## config.mk

```make
export PLATFORM = sky130hd
export DESIGN_NAME = csrd_top
export DESIGN_NICKNAME = d
export VERILOG_FILES = /design/src/hdl/csrd_pkg.sv /design/src/hdl/csrd_frac_div.sv /design/src/hdl/csrd_top.sv
export VERILOG_INCLUDE_DIRS = /design/src /design/src/hdl
export SDC_FILE = /design/constraint.sdc
export NUM_CORES = 1
export LEC_CHECK = 0
export ABC_AREA = 0
export BUFFER_PORTS_ARGS = -buffer_cell sky130_fd_sc_hd__buf_2
export CAP_MARGIN = 20
export CORE_ASPECT_RATIO = 1.4
export CORE_MARGIN = 5
export CORE_UTILIZATION = 59
export CTS_BUF_LIST = sky130_fd_sc_hd__clkbuf_4
export CTS_CLUSTER_DIAMETER = 100
export DETAILED_ROUTE_END_ITERATION = 8
export PLACE_DENSITY = 0.93
export RECOVER_POWER = 50
export SKIP_LAST_GASP = 1
export SLEW_MARGIN = 25
export SYNTH_ARGS = -nofsm -noshare
export SYNTH_HDL_FRONTEND = slang
export SYNTH_HIERARCHICAL = 1
export SYNTH_SLANG_ARGS = --single-unit
```

## constraint.sdc

```tcl
create_clock -name clk_sys -period 4 [get_ports clk_sys]
set_input_delay 0 -clock clk_sys [delete_from_list [all_inputs] [get_ports clk_sys]]
set_output_delay 0 -clock clk_sys [all_outputs]
set_load 0.02 [all_outputs]
```

## src/hdl/csrd_defines.svh

```systemverilog
// Offsets, field positions, reset values and keys of the clock block.
// Assumes a byte-addressed register port with 8-bit addresses.
`ifndef CSRD_DEFINES_SVH
`define CSRD_DEFINES_SVH
// Register byte offsets
`define CSRD_OFF_OSC_CTRL  8'h00
`define CSRD_OFF_TUNING    8'h10
`define CSRD_OFF_REF_CTRL  8'h20
`define CSRD_OFF_REF_TRIM  8'h30
`define CSRD_OFF_UNLOCK    8'h40
// Oscillator control fields
`define CSRD_OSC_REQ_BIT   0
`define CSRD_OSC_SOSC_BIT  1
`define CSRD_OSC_UFRC_BIT  2
`define CSRD_OSC_FAIL_BIT  3
`define CSRD_OSC_NEW_LSB   8
`define CSRD_OSC_CUR_LSB   12
// Reference control fields
`define CSRD_REF_DIV_LSB   16
`define CSRD_REF_ON_BIT    15
`define CSRD_REF_IDLE_BIT  13
`define CSRD_REF_OE_BIT    12
`define CSRD_REF_SLP_BIT   11
`define CSRD_REF_SWREQ_BIT 9
`define CSRD_REF_ACT_BIT   8
// Trim field position
`define CSRD_TRIM_LSB      23
// Widths
`define CSRD_DIV_W         15
`define CSRD_TRIM_W        9
`define CSRD_TUNE_W        6
// Reset values
`define CSRD_DIV_RST       15'h0000
`define CSRD_TRIM_RST      9'h000
`define CSRD_TUNE_RST      6'h00
`define CSRD_SEL_RST       4'h0
// Unlock keys, values arbitrary
`define CSRD_KEY1          32'h5a5a_0f0f
`define CSRD_KEY2          32'ha5a5_f0f0
`endif

```

## src/hdl/csrd_pkg.sv

```systemverilog
// Types shared by the clock select and reference divider block.
// Assumes csrd_defines.svh for numeric constants.
package csrd_pkg;
  // Reference source codes
  typedef enum logic [3:0] {
    CSRD_SRC_SYS  = 4'h0,
    CSRD_SRC_PBUS = 4'h1,
    CSRD_SRC_POSC = 4'h2,
    CSRD_SRC_FAST = 4'h3,
    CSRD_SRC_LPWR = 4'h4,
    CSRD_SRC_SOSC = 4'h5,
    CSRD_SRC_UPLL = 4'h6,
    CSRD_SRC_SPLL = 4'h7,
    CSRD_SRC_EXT  = 4'h8
  } csrd_ref_src_t;
  // Oscillator selection code
  typedef logic [2:0] csrd_osc_sel_t;
  // Oscillator switch state
  typedef enum logic {
    CSRD_OSW_IDLE = 1'b0,
    CSRD_OSW_BUSY = 1'b1
  } csrd_osw_state_t;
endpackage

```

## src/hdl/csrd_frac_div.sv

```systemverilog
// Fractional divider: half period of div + trim/512 source edges.
// Assumes src_lvl is a slow level sampled on clk_sys.
`timescale 1ns/1ps
`default_nettype none
`include "csrd_defines.svh"
module csrd_frac_div (
  input  wire logic                     clk_sys,
  input  wire logic                     reset_n,
  input  wire logic                     run,
  input  wire logic                     src_lvl,
  input  wire logic [`CSRD_DIV_W-1:0]   div,
  input  wire logic [`CSRD_TRIM_W-1:0]  trim,
  output logic                          clk_out,
  output logic                          boundary
);
  import csrd_pkg::*;
  logic                    src_prev_reg;
  logic [`CSRD_DIV_W-1:0]  cnt_reg;
  logic [`CSRD_TRIM_W-1:0] acc_reg;
  logic                    carry_reg;
  logic                    out_reg;
  logic                    tick;
  logic                    last;
  logic [`CSRD_TRIM_W:0]   acc_sum;

  // Source edge and end of half period
  assign tick     = src_lvl & ~src_prev_reg;
  assign last     = carry_reg ? (cnt_reg == div) : (cnt_reg == div - 15'h0001);
  assign acc_sum  = {1'b0, acc_reg} + {1'b0, trim};
  assign clk_out  = out_reg;
  // Boundary: falling output edge, or every source edge in bypass
  assign boundary = run & tick & ((div == 15'h0000) | (last & out_reg));

  // Source edge history
  always_ff @(posedge clk_sys or negedge reset_n) begin
    if (!reset_n) begin
      src_prev_reg <= 1'b0;
    end else begin
      src_prev_reg <= src_lvl;
    end
  end

  // Counter, fraction accumulator and output; stops low when not running
  always_ff @(posedge clk_sys or negedge reset_n) begin
    if (!reset_n) begin
      cnt_reg   <= `CSRD_DIV_RST;
      acc_reg   <= `CSRD_TRIM_RST;
      carry_reg <= 1'b0;
      out_reg   <= 1'b0;
    end else if (!run) begin
      cnt_reg   <= `CSRD_DIV_RST;
      acc_reg   <= `CSRD_TRIM_RST;
      carry_reg <= 1'b0;
      out_reg   <= 1'b0;
    end else if (div == 15'h0000) begin
      out_reg   <= src_lvl;
    end else if (tick) begin
      if (last) begin
        cnt_reg   <= `CSRD_DIV_RST;
        out_reg   <= ~out_reg;
        acc_reg   <= acc_sum[`CSRD_TRIM_W-1:0];
        carry_reg <= acc_sum[`CSRD_TRIM_W];
      end else begin
        cnt_reg   <= cnt_reg + 15'h0001;
      end
    end
  end
endmodule
`default_nettype wire

```

## src/hdl/csrd_top.sv

```systemverilog
// Clock select bits, fast RC tuning and reference clock generator.
// Assumes synchronous inputs and one clock; source clocks arrive
// as levels well below half of clk_sys.
//
// Contract
// - Clock monitor failure sets the fail flag
// - USB clock from fast RC when selected
// - Secondary oscillator enable follows its bit
// - Switch request starts switch, reads zero after
// - Six-bit signed fast RC trim value
// - Fifteen-bit divider in bits 30..16
// - Generator runs only while enabled
// - Stop in idle halts generator in idle
// - Output enable drives clock onto pin
// - Run in sleep keeps output in sleep
// - Run in sleep ignored for sources 0,1
// - Enabled: new values wait for switch request
// - Status bit shows clock request active
// - Four-bit source select picks reference source
// - Trim adds N/512 to the divider
// - Enabled: trim writes wait for switch
// - Unimplemented bits read zero, ignore writes
// - New oscillator code loaded from configuration
//
// Chosen here: the placing of the registers and the address-and-strobe port.
`timescale 1ns/1ps
`default_nettype none
`include "csrd_defines.svh"
module csrd_top (
  input  wire logic                   clk_sys,
  input  wire logic                   reset_n,
  input  wire logic [7:0]             reg_addr,
  input  wire logic [31:0]            reg_wdata,
  input  wire logic                   reg_wr,
  input  wire logic                   reg_rd,
  output logic [31:0]                 reg_rdata,
  input  wire csrd_pkg::csrd_osc_sel_t cfg_new_osc,
  input  wire logic                   clock_fail_detect,
  input  wire logic                   osc_switch_done,
  output logic                        osc_switch_busy,
  output csrd_pkg::csrd_osc_sel_t     osc_target,
  output logic                        usb_clk_from_fast_rc,
  output logic                        sosc_enable,
  output logic [`CSRD_TUNE_W-1:0]     fast_rc_trim,
  input  wire logic [8:0]             ref_src_lvl,
  input  wire logic                   dev_idle,
  input  wire logic                   dev_sleep,
  output logic                        ref_clock_out_pin,
  output logic                        ref_clock_out_oe,
  output logic                        ref_request_active
);
  import csrd_pkg::*;

  // ----------------------------------------
  // Helper functions
  // ----------------------------------------
  // Address hit, shared by read and write decode
  function automatic logic csrd_hit(input logic [7:0] a, input logic [7:0] off);
    csrd_hit = (a == off);
  endfunction
  // Sleep stops output: system and bus clocks stop regardless
  function automatic logic csrd_sleep_stops(input csrd_ref_src_t s, input logic keep_run);
    csrd_sleep_stops = (s == CSRD_SRC_SYS) | (s == CSRD_SRC_PBUS) | ~keep_run;
  endfunction

  // ----------------------------------------
  // State
  // ----------------------------------------
  logic                    unlock_stage_reg;
  logic                    unlocked_reg;
  logic                    strap_done_reg;
  csrd_osw_state_t         osw_state_reg;
  csrd_osc_sel_t           new_osc_reg;
  csrd_osc_sel_t           cur_osc_reg;
  logic                    fail_reg;
  logic                    ufrc_reg;
  logic                    sosc_reg;
  logic [`CSRD_TUNE_W-1:0] tune_reg;
  logic                    on_reg;
  logic                    idl_off_reg;
  logic                    oe_reg;
  logic                    slp_run_reg;
  logic                    swreq_reg;
  logic [`CSRD_DIV_W-1:0]  div_sw_reg;
  logic [`CSRD_TRIM_W-1:0] trim_sw_reg;
  csrd_ref_src_t           sel_sw_reg;
  logic [`CSRD_DIV_W-1:0]  div_act_reg;
  logic [`CSRD_TRIM_W-1:0] trim_act_reg;
  csrd_ref_src_t           sel_act_reg;
  logic [31:0]             rdata_reg;
  logic                    wr_osc;
  logic                    wr_tun;
  logic                    wr_ref;
  logic                    wr_trim;
  logic                    wr_key;
  logic                    run;
  logic                    src_lvl;
  logic                    gen_clk;
  logic                    boundary;
  logic                    apply;
  logic                    sw_set;

  // ----------------------------------------
  // Write decode and unlock
  // ----------------------------------------
  // Locked writes are dropped silently
  assign wr_key  = reg_wr & csrd_hit(reg_addr, `CSRD_OFF_UNLOCK);
  assign wr_osc  = reg_wr & unlocked_reg & csrd_hit(reg_addr, `CSRD_OFF_OSC_CTRL);
  assign wr_tun  = reg_wr & unlocked_reg & csrd_hit(reg_addr, `CSRD_OFF_TUNING);
  assign wr_ref  = reg_wr & unlocked_reg & csrd_hit(reg_addr, `CSRD_OFF_REF_CTRL);
  assign wr_trim = reg_wr & unlocked_reg & csrd_hit(reg_addr, `CSRD_OFF_REF_TRIM);

  // Two keys in order open; any other key write closes
  always_ff @(posedge clk_sys or negedge reset_n) begin
    if (!reset_n) begin
      unlock_stage_reg <= 1'b0;
      unlocked_reg     <= 1'b0;
    end else if (wr_key) begin
      unlock_stage_reg <= (reg_wdata == `CSRD_KEY1);
      unlocked_reg     <= unlock_stage_reg & (reg_wdata == `CSRD_KEY2);
    end
  end

  // ----------------------------------------
  // Oscillator control
  // ----------------------------------------
  // Straps caught once after reset release, not under async reset
  always_ff @(posedge clk_sys or negedge reset_n) begin
    if (!reset_n) begin
      strap_done_reg <= 1'b0;
      new_osc_reg    <= 3'h0;
    end else begin
      strap_done_reg <= 1'b1;
      if (!strap_done_reg) begin
        new_osc_reg <= cfg_new_osc;
      end else if (wr_osc) begin
        new_osc_reg <= reg_wdata[`CSRD_OSC_NEW_LSB +: 3];
      end
    end
  end

  // Switch handshake; a new request beats a same-cycle done
  always_ff @(posedge clk_sys or negedge reset_n) begin
    if (!reset_n) begin
      osw_state_reg <= CSRD_OSW_IDLE;
      cur_osc_reg   <= 3'h0;
    end else begin
      if (!strap_done_reg) begin
        cur_osc_reg <= cfg_new_osc;
      end else if (osw_state_reg == CSRD_OSW_BUSY && osc_switch_done) begin
        cur_osc_reg <= new_osc_reg;
      end
      case (osw_state_reg)
        CSRD_OSW_IDLE: begin
          if (wr_osc && reg_wdata[`CSRD_OSC_REQ_BIT]) begin
            osw_state_reg <= CSRD_OSW_BUSY;
          end
        end
        CSRD_OSW_BUSY: begin
          if (osc_switch_done && !(wr_osc && reg_wdata[`CSRD_OSC_REQ_BIT])) begin
            osw_state_reg <= CSRD_OSW_IDLE;
          end
        end
        default: osw_state_reg <= CSRD_OSW_IDLE;
      endcase
    end
  end

  // Fail flag sticky; software writes zero to clear, set wins
  always_ff @(posedge clk_sys or negedge reset_n) begin
    if (!reset_n) begin
      fail_reg <= 1'b0;
    end else if (clock_fail_detect) begin
      fail_reg <= 1'b1;
    end else if (wr_osc && !reg_wdata[`CSRD_OSC_FAIL_BIT]) begin
      fail_reg <= 1'b0;
    end
  end

  // Plain enables and fast RC tuning
  always_ff @(posedge clk_sys or negedge reset_n) begin
    if (!reset_n) begin
      ufrc_reg <= 1'b0;
      sosc_reg <= 1'b0;
      tune_reg <= `CSRD_TUNE_RST;
    end else begin
      if (wr_osc) begin
        ufrc_reg <= reg_wdata[`CSRD_OSC_UFRC_BIT];
        sosc_reg <= reg_wdata[`CSRD_OSC_SOSC_BIT];
      end
      if (wr_tun) begin
        tune_reg <= reg_wdata[`CSRD_TUNE_W-1:0];
      end
    end
  end

  assign osc_switch_busy      = (osw_state_reg == CSRD_OSW_BUSY);
  assign osc_target           = new_osc_reg;
  assign usb_clk_from_fast_rc = ufrc_reg;
  assign sosc_enable          = sosc_reg;
  assign fast_rc_trim         = tune_reg;

  // ----------------------------------------
  // Reference generator control
  // ----------------------------------------
  // Software-side copies; bit 31 and reserved bits are not stored
  always_ff @(posedge clk_sys or negedge reset_n) begin
    if (!reset_n) begin
      on_reg      <= 1'b0;
      idl_off_reg <= 1'b0;
      oe_reg      <= 1'b0;
      slp_run_reg <= 1'b0;
      div_sw_reg  <= `CSRD_DIV_RST;
      sel_sw_reg  <= CSRD_SRC_SYS;
      trim_sw_reg <= `CSRD_TRIM_RST;
    end else begin
      if (wr_ref) begin
        on_reg      <= reg_wdata[`CSRD_REF_ON_BIT];
        idl_off_reg <= reg_wdata[`CSRD_REF_IDLE_BIT];
        oe_reg      <= reg_wdata[`CSRD_REF_OE_BIT];
        slp_run_reg <= reg_wdata[`CSRD_REF_SLP_BIT];
        div_sw_reg  <= reg_wdata[`CSRD_REF_DIV_LSB +: `CSRD_DIV_W];
        sel_sw_reg  <= csrd_ref_src_t'(reg_wdata[3:0]);
      end
      if (wr_trim) begin
        trim_sw_reg <= reg_wdata[`CSRD_TRIM_LSB +: `CSRD_TRIM_W];
      end
    end
  end

  // Idle and sleep gating of the generator
  assign run = on_reg
             & ~(idl_off_reg & dev_idle)
             & ~(dev_sleep & csrd_sleep_stops(sel_act_reg, slp_run_reg));
  assign ref_request_active = run;

  // Switch request: software sets, hardware clears, set wins
  assign sw_set = wr_ref & reg_wdata[`CSRD_REF_SWREQ_BIT];
  assign apply  = ~on_reg | (swreq_reg & (~run | boundary));
  always_ff @(posedge clk_sys or negedge reset_n) begin
    if (!reset_n) begin
      swreq_reg <= 1'b0;
    end else if (sw_set) begin
      swreq_reg <= 1'b1;
    end else if (swreq_reg && apply) begin
      swreq_reg <= 1'b0;
    end
  end

  // Applied values change only at a boundary while running
  always_ff @(posedge clk_sys or negedge reset_n) begin
    if (!reset_n) begin
      div_act_reg  <= `CSRD_DIV_RST;
      trim_act_reg <= `CSRD_TRIM_RST;
      sel_act_reg  <= CSRD_SRC_SYS;
    end else if (apply) begin
      div_act_reg  <= div_sw_reg;
      trim_act_reg <= trim_sw_reg;
      sel_act_reg  <= sel_sw_reg;
    end
  end

  // Reserved codes select nothing
  assign src_lvl = (sel_act_reg <= CSRD_SRC_EXT) ? ref_src_lvl[sel_act_reg] : 1'b0;

  csrd_frac_div u_div (
    .clk_sys  (clk_sys),
    .reset_n  (reset_n),
    .run      (run),
    .src_lvl  (src_lvl),
    .div      (div_act_reg),
    .trim     (trim_act_reg),
    .clk_out  (gen_clk),
    .boundary (boundary)
  );

  // Pin carries the clock only when enabled
  assign ref_clock_out_pin = oe_reg & gen_clk;
  assign ref_clock_out_oe  = oe_reg;

  // ----------------------------------------
  // Read port
  // ----------------------------------------
  // Data one cycle after the strobe; unmapped reads zero
  always_ff @(posedge clk_sys or negedge reset_n) begin
    if (!reset_n) begin
      rdata_reg <= 32'h0000_0000;
    end else if (reg_rd) begin
      rdata_reg <= 32'h0000_0000;
      if (csrd_hit(reg_addr, `CSRD_OFF_OSC_CTRL)) begin
        rdata_reg[`CSRD_OSC_CUR_LSB +: 3] <= cur_osc_reg;
        rdata_reg[`CSRD_OSC_NEW_LSB +: 3] <= new_osc_reg;
        rdata_reg[`CSRD_OSC_FAIL_BIT]     <= fail_reg;
        rdata_reg[`CSRD_OSC_UFRC_BIT]     <= ufrc_reg;
        rdata_reg[`CSRD_OSC_SOSC_BIT]     <= sosc_reg;
        rdata_reg[`CSRD_OSC_REQ_BIT]      <= osc_switch_busy;
      end else if (csrd_hit(reg_addr, `CSRD_OFF_TUNING)) begin
        rdata_reg[`CSRD_TUNE_W-1:0] <= tune_reg;
      end else if (csrd_hit(reg_addr, `CSRD_OFF_REF_CTRL)) begin
        rdata_reg[`CSRD_REF_DIV_LSB +: `CSRD_DIV_W] <= div_sw_reg;
        rdata_reg[`CSRD_REF_ON_BIT]    <= on_reg;
        rdata_reg[`CSRD_REF_IDLE_BIT]  <= idl_off_reg;
        rdata_reg[`CSRD_REF_OE_BIT]    <= oe_reg;
        rdata_reg[`CSRD_REF_SLP_BIT]   <= slp_run_reg;
        rdata_reg[`CSRD_REF_SWREQ_BIT] <= swreq_reg;
        rdata_reg[`CSRD_REF_ACT_BIT]   <= run;
        rdata_reg[3:0]                 <= sel_sw_reg;
      end else if (csrd_hit(reg_addr, `CSRD_OFF_REF_TRIM)) begin
        rdata_reg[`CSRD_TRIM_LSB +: `CSRD_TRIM_W] <= trim_sw_reg;
      end
    end
  end
  assign reg_rdata = rdata_reg;
endmodule
`default_nettype wire

```

==> out/metrics.csv <==
stage;metric;value;unit
yosys;synth-simple-area-share;16.3;%
yosys;synth_top_family_by_area;simple AND/OR/NAND/NOR gates;
pwr;p_leak;0.00406;µW
critical_path;end_kind;flop;
detailed_routing;drt_iter0_drc;589;
detailed_routing;vias;6225;
detailed_routing;drc;0;
yosys;yosysWarnings;6;
clock_network;cts_buffers;17;
sta;hold_slack;0.0247;ns
global_routing;grt_pass1_wl;35.0;mm
yosys;synth_area_leaders;dfrtp_1 48%, mux2_2 7.7%, mux2_4 4.0%;
critical_path;cp_max_fo;24;
worst_hold_path;hold_depth;2;
clock_network;root_buffer;clkbuf_4;
global_routing;grt-ovfl-total;0;
global_routing;grt_pass1_vias;6589;
clock_network;cts_tree;done;
critical_path;r2r_end;div_act_reg[5];
yosys;yosys.area_share.adder;2.21;%
placed_design;io_buffers;104;
clock_network;h-tree-depth;4;
global_routing;grt_max_degree;104;
sta;final-setup-viol-count;0;
yosys;ys_seq_area_share;48.1;%
yosys;synth_cell_type_count;76;
yosys;netlist_instances;642;
detailed_routing;antenna_left;0;
sta;fin_tns_setup;0;ns
sta;skew;0.0307;ns
clock_network;insertion_delay;0.55;ns
final_layout;largest_reg_flops;30;
critical_path;required;4.41;ns
floorplanning;fp-row-count;47;
critical_path;crit_path_start;div_act_reg[1];
detailed_routing;via_per_inst;6.48;
worst_hold_path;hp-class;in -> reg;
yosys;synth_top_area_share;48.1;%
yosys;synth_edf_count;0;
critical_path;path_class;reg -> reg;
critical_path;arrival;4.15;ns
floorplanning;io_pins;107;
critical_path;reg2reg_depth;13;
sta;tightest_slew;2.53;ns
pwr;total_power;2690;µW
sta;grt_setup_unrepaired;no;
sta;clock.fmax;267;MHz
clock_network;clockBufferDepth;2;
floorplanning;die_y;140;µm
yosys;synth_ff_type;dfrtp_1;
outcome;status;finished, violations left;
placed_design;globalplace.congestion;1.04;
final_layout;area_growth;20.0;%
critical_path;worstSetupStartpointType;flop;
final_layout;nets;872;
clock_network;clock_sinks;137;
critical_path;r2r-start;div_act_reg[1];
sta;maxSlewViolCount;104;
floorplanning;die_w;103;µm
detailed_routing;routed_wirelength;21.5;mm
yosys;ys_top_cells_by_count;137 x dfrtp_1, 49 x mux2_2, 47 x nand2_1, 34 x inv_1, 32 x nor2_1;
global_routing;grt_use_total;31.2;%
yosys;async_flop_share;100;%
sta;min_period;3.74;ns
clock_network;path_clk_slew;0.13;ns
sta;finalHoldViolations;0;
yosys;avgSynthCellArea;11.1;µm²
sta;fin_crit_sh;93.6;%
run;maxCapViolations;1;
sta;slew-limit-headroom;-68.9;%
critical_path;ff2ff_setup_slack;0.26;ns
floorplanning;initial_utilization;60.4;%
yosys;synthesis.area;7130;µm²
final_layout;fillCellCount;722;
yosys;yosys.area.top_type;dfrtp_1;
outcome;violations;max-capacitance violations, max-slew violations;
yosys;synthMuxAreaShare;15.0;%
pwr;peakVddDrop;0.194;mV
floorplanning;fp.dieArea;14400;µm²
final_layout;drive_gt1_share;23.9;%
detailed_routing;drt_first_pass_iters;7;
pwr;p_per_area;314;nW/µm²
placed_design;hpwlAfterDp;13.6;mm
yosys;synth_xor_area_share;4.49;%
detailed_routing;wl_per_cell;22.4;µm
critical_path;worstSetupEndpoint;div_act_reg[5];
floorplanning;core-area;11800;µm²
yosys;synth.most_common_cell;dfrtp_1;
global_routing;antenna_found_initial;1;
yosys;synth_compound_area_share;9.52;%
yosys;postSynthRegisterBits;137;
## how the worst min path moves through the flow
stage          slack, ns         from                to
6_report            0.02       reg_rd      reg_rdata[3]
5_1_grt             0.04       reg_rd     reg_rdata[13]
4_1_cts             0.06  reg_addr[7]      reg_rdata[2]
3_5_place_dp        0.18      reset_n  u_div/cnt_reg[7]
3_3_place_gp        0.16      reset_n  u_div/cnt_reg[4]
2_1_floorplan      -0.30      reset_n    cur_osc_reg[0]
## area by class of cell
class / instances / area [µm²] / area share, %
clock buffers: 19 / 143 / 1.67
well taps: 147 / 184 / 2.15
flip-flops and latches: 137 / 3430 / 40.0
diodes: 1 / 2.50 / 0.0292
multi-input cells: 443 / 3390 / 39.6
inverters: 35 / 131 / 1.53
repair buffers: 166 / 1080 / 12.6
clock inverters: 13 / 199 / 2.32
## layout by cell type, fill, tap and decap left out, drive strengths merged, types with 5 or more instances in the layout
cell type / synthesis / layout
a21oi: 17 / 17
a22oi: 16 / 16
a31oi: 6 / 6
and3: 8 / 8
buf: 16 / 67
bufinv: 0 / 5
clkbuf: 12 / 64
clkinv: 0 / 5
dfrtp: 137 / 137
dlygate4sd3: 0 / 54
ha: 11 / 11
inv: 35 / 36
mux2: 68 / 68
mux2i: 19 / 19
nand2: 49 / 49
nand2b: 9 / 9
nand3: 26 / 26
nand4: 15 / 15
nor2: 36 / 36
nor3: 10 / 10
nor4: 9 / 9
nor4bb: 6 / 6
o21ai: 24 / 24
o22ai: 15 / 15
xnor2: 21 / 21
xor2: 13 / 13
## worst max-delay path: stages (launching register included)
cell	delay (ns)
dfrtp_1	0.45
inv_1	0.07
ha_1	0.22
nor2b_2	0.29
nand4_1	0.21
or3b_1	0.43
a211oi_1	0.40
o211ai_2	0.20
o21ai_0	0.21
and3_1	0.19
a2111oi_2	0.06
o21ai_2	0.28
buf_12	0.23
mux2_2	0.36
## cell families (layout without fill, tap and decap cells)
family	after synthesis	in the layout
mux	89	89
other cells	2	4
flops	137	137
xor+xnor	35	35
fa+ha+maj	12	12
buf+inv	63	233
simple gates	203	203
compound gates	101	101
## power breakdown
part	internal, µW	leakage (µW)	switching, µW	total [µW]
clock	568	0.000176	523	1090
sequential	1400	0.00188	11.5	1410
combinational	73.6	0.00201	113	186
## layer usage
metal | part of all wire, % | GRT usage [%]
met1 | 36 | 36.5
met2 | 50 | 51.5
met3 | 7.5 | 7.36
met4 | 6.6 | 17.9
met5 | 0 | 0
## through the flow
step | std cells | utilization [%] | setup slack, ns | cell area, µm²
floorplan | 643 | - | 0.726 | 7140
global placement | 870 | 65.3 | 0.407 | 7710
detailed placement | 870 | 65.3 | 0.233 | 7710
CTS | 956 | 72.7 | 0.204 | 8600
global route | 961 | 72.4 | 0.0632 | 8560
finish | 961 | 72.4 | 0.256 | 8560
## repair_timing
action,4_1_cts,5_1_grt
hold buffers,54,0
setup buffers,0,4
setup endpoints to repair,0,24
gates resized for setup,0,1
endpoints found under the hold margin,159,0
No activity file was read; power rests on OpenSTA's default activity.
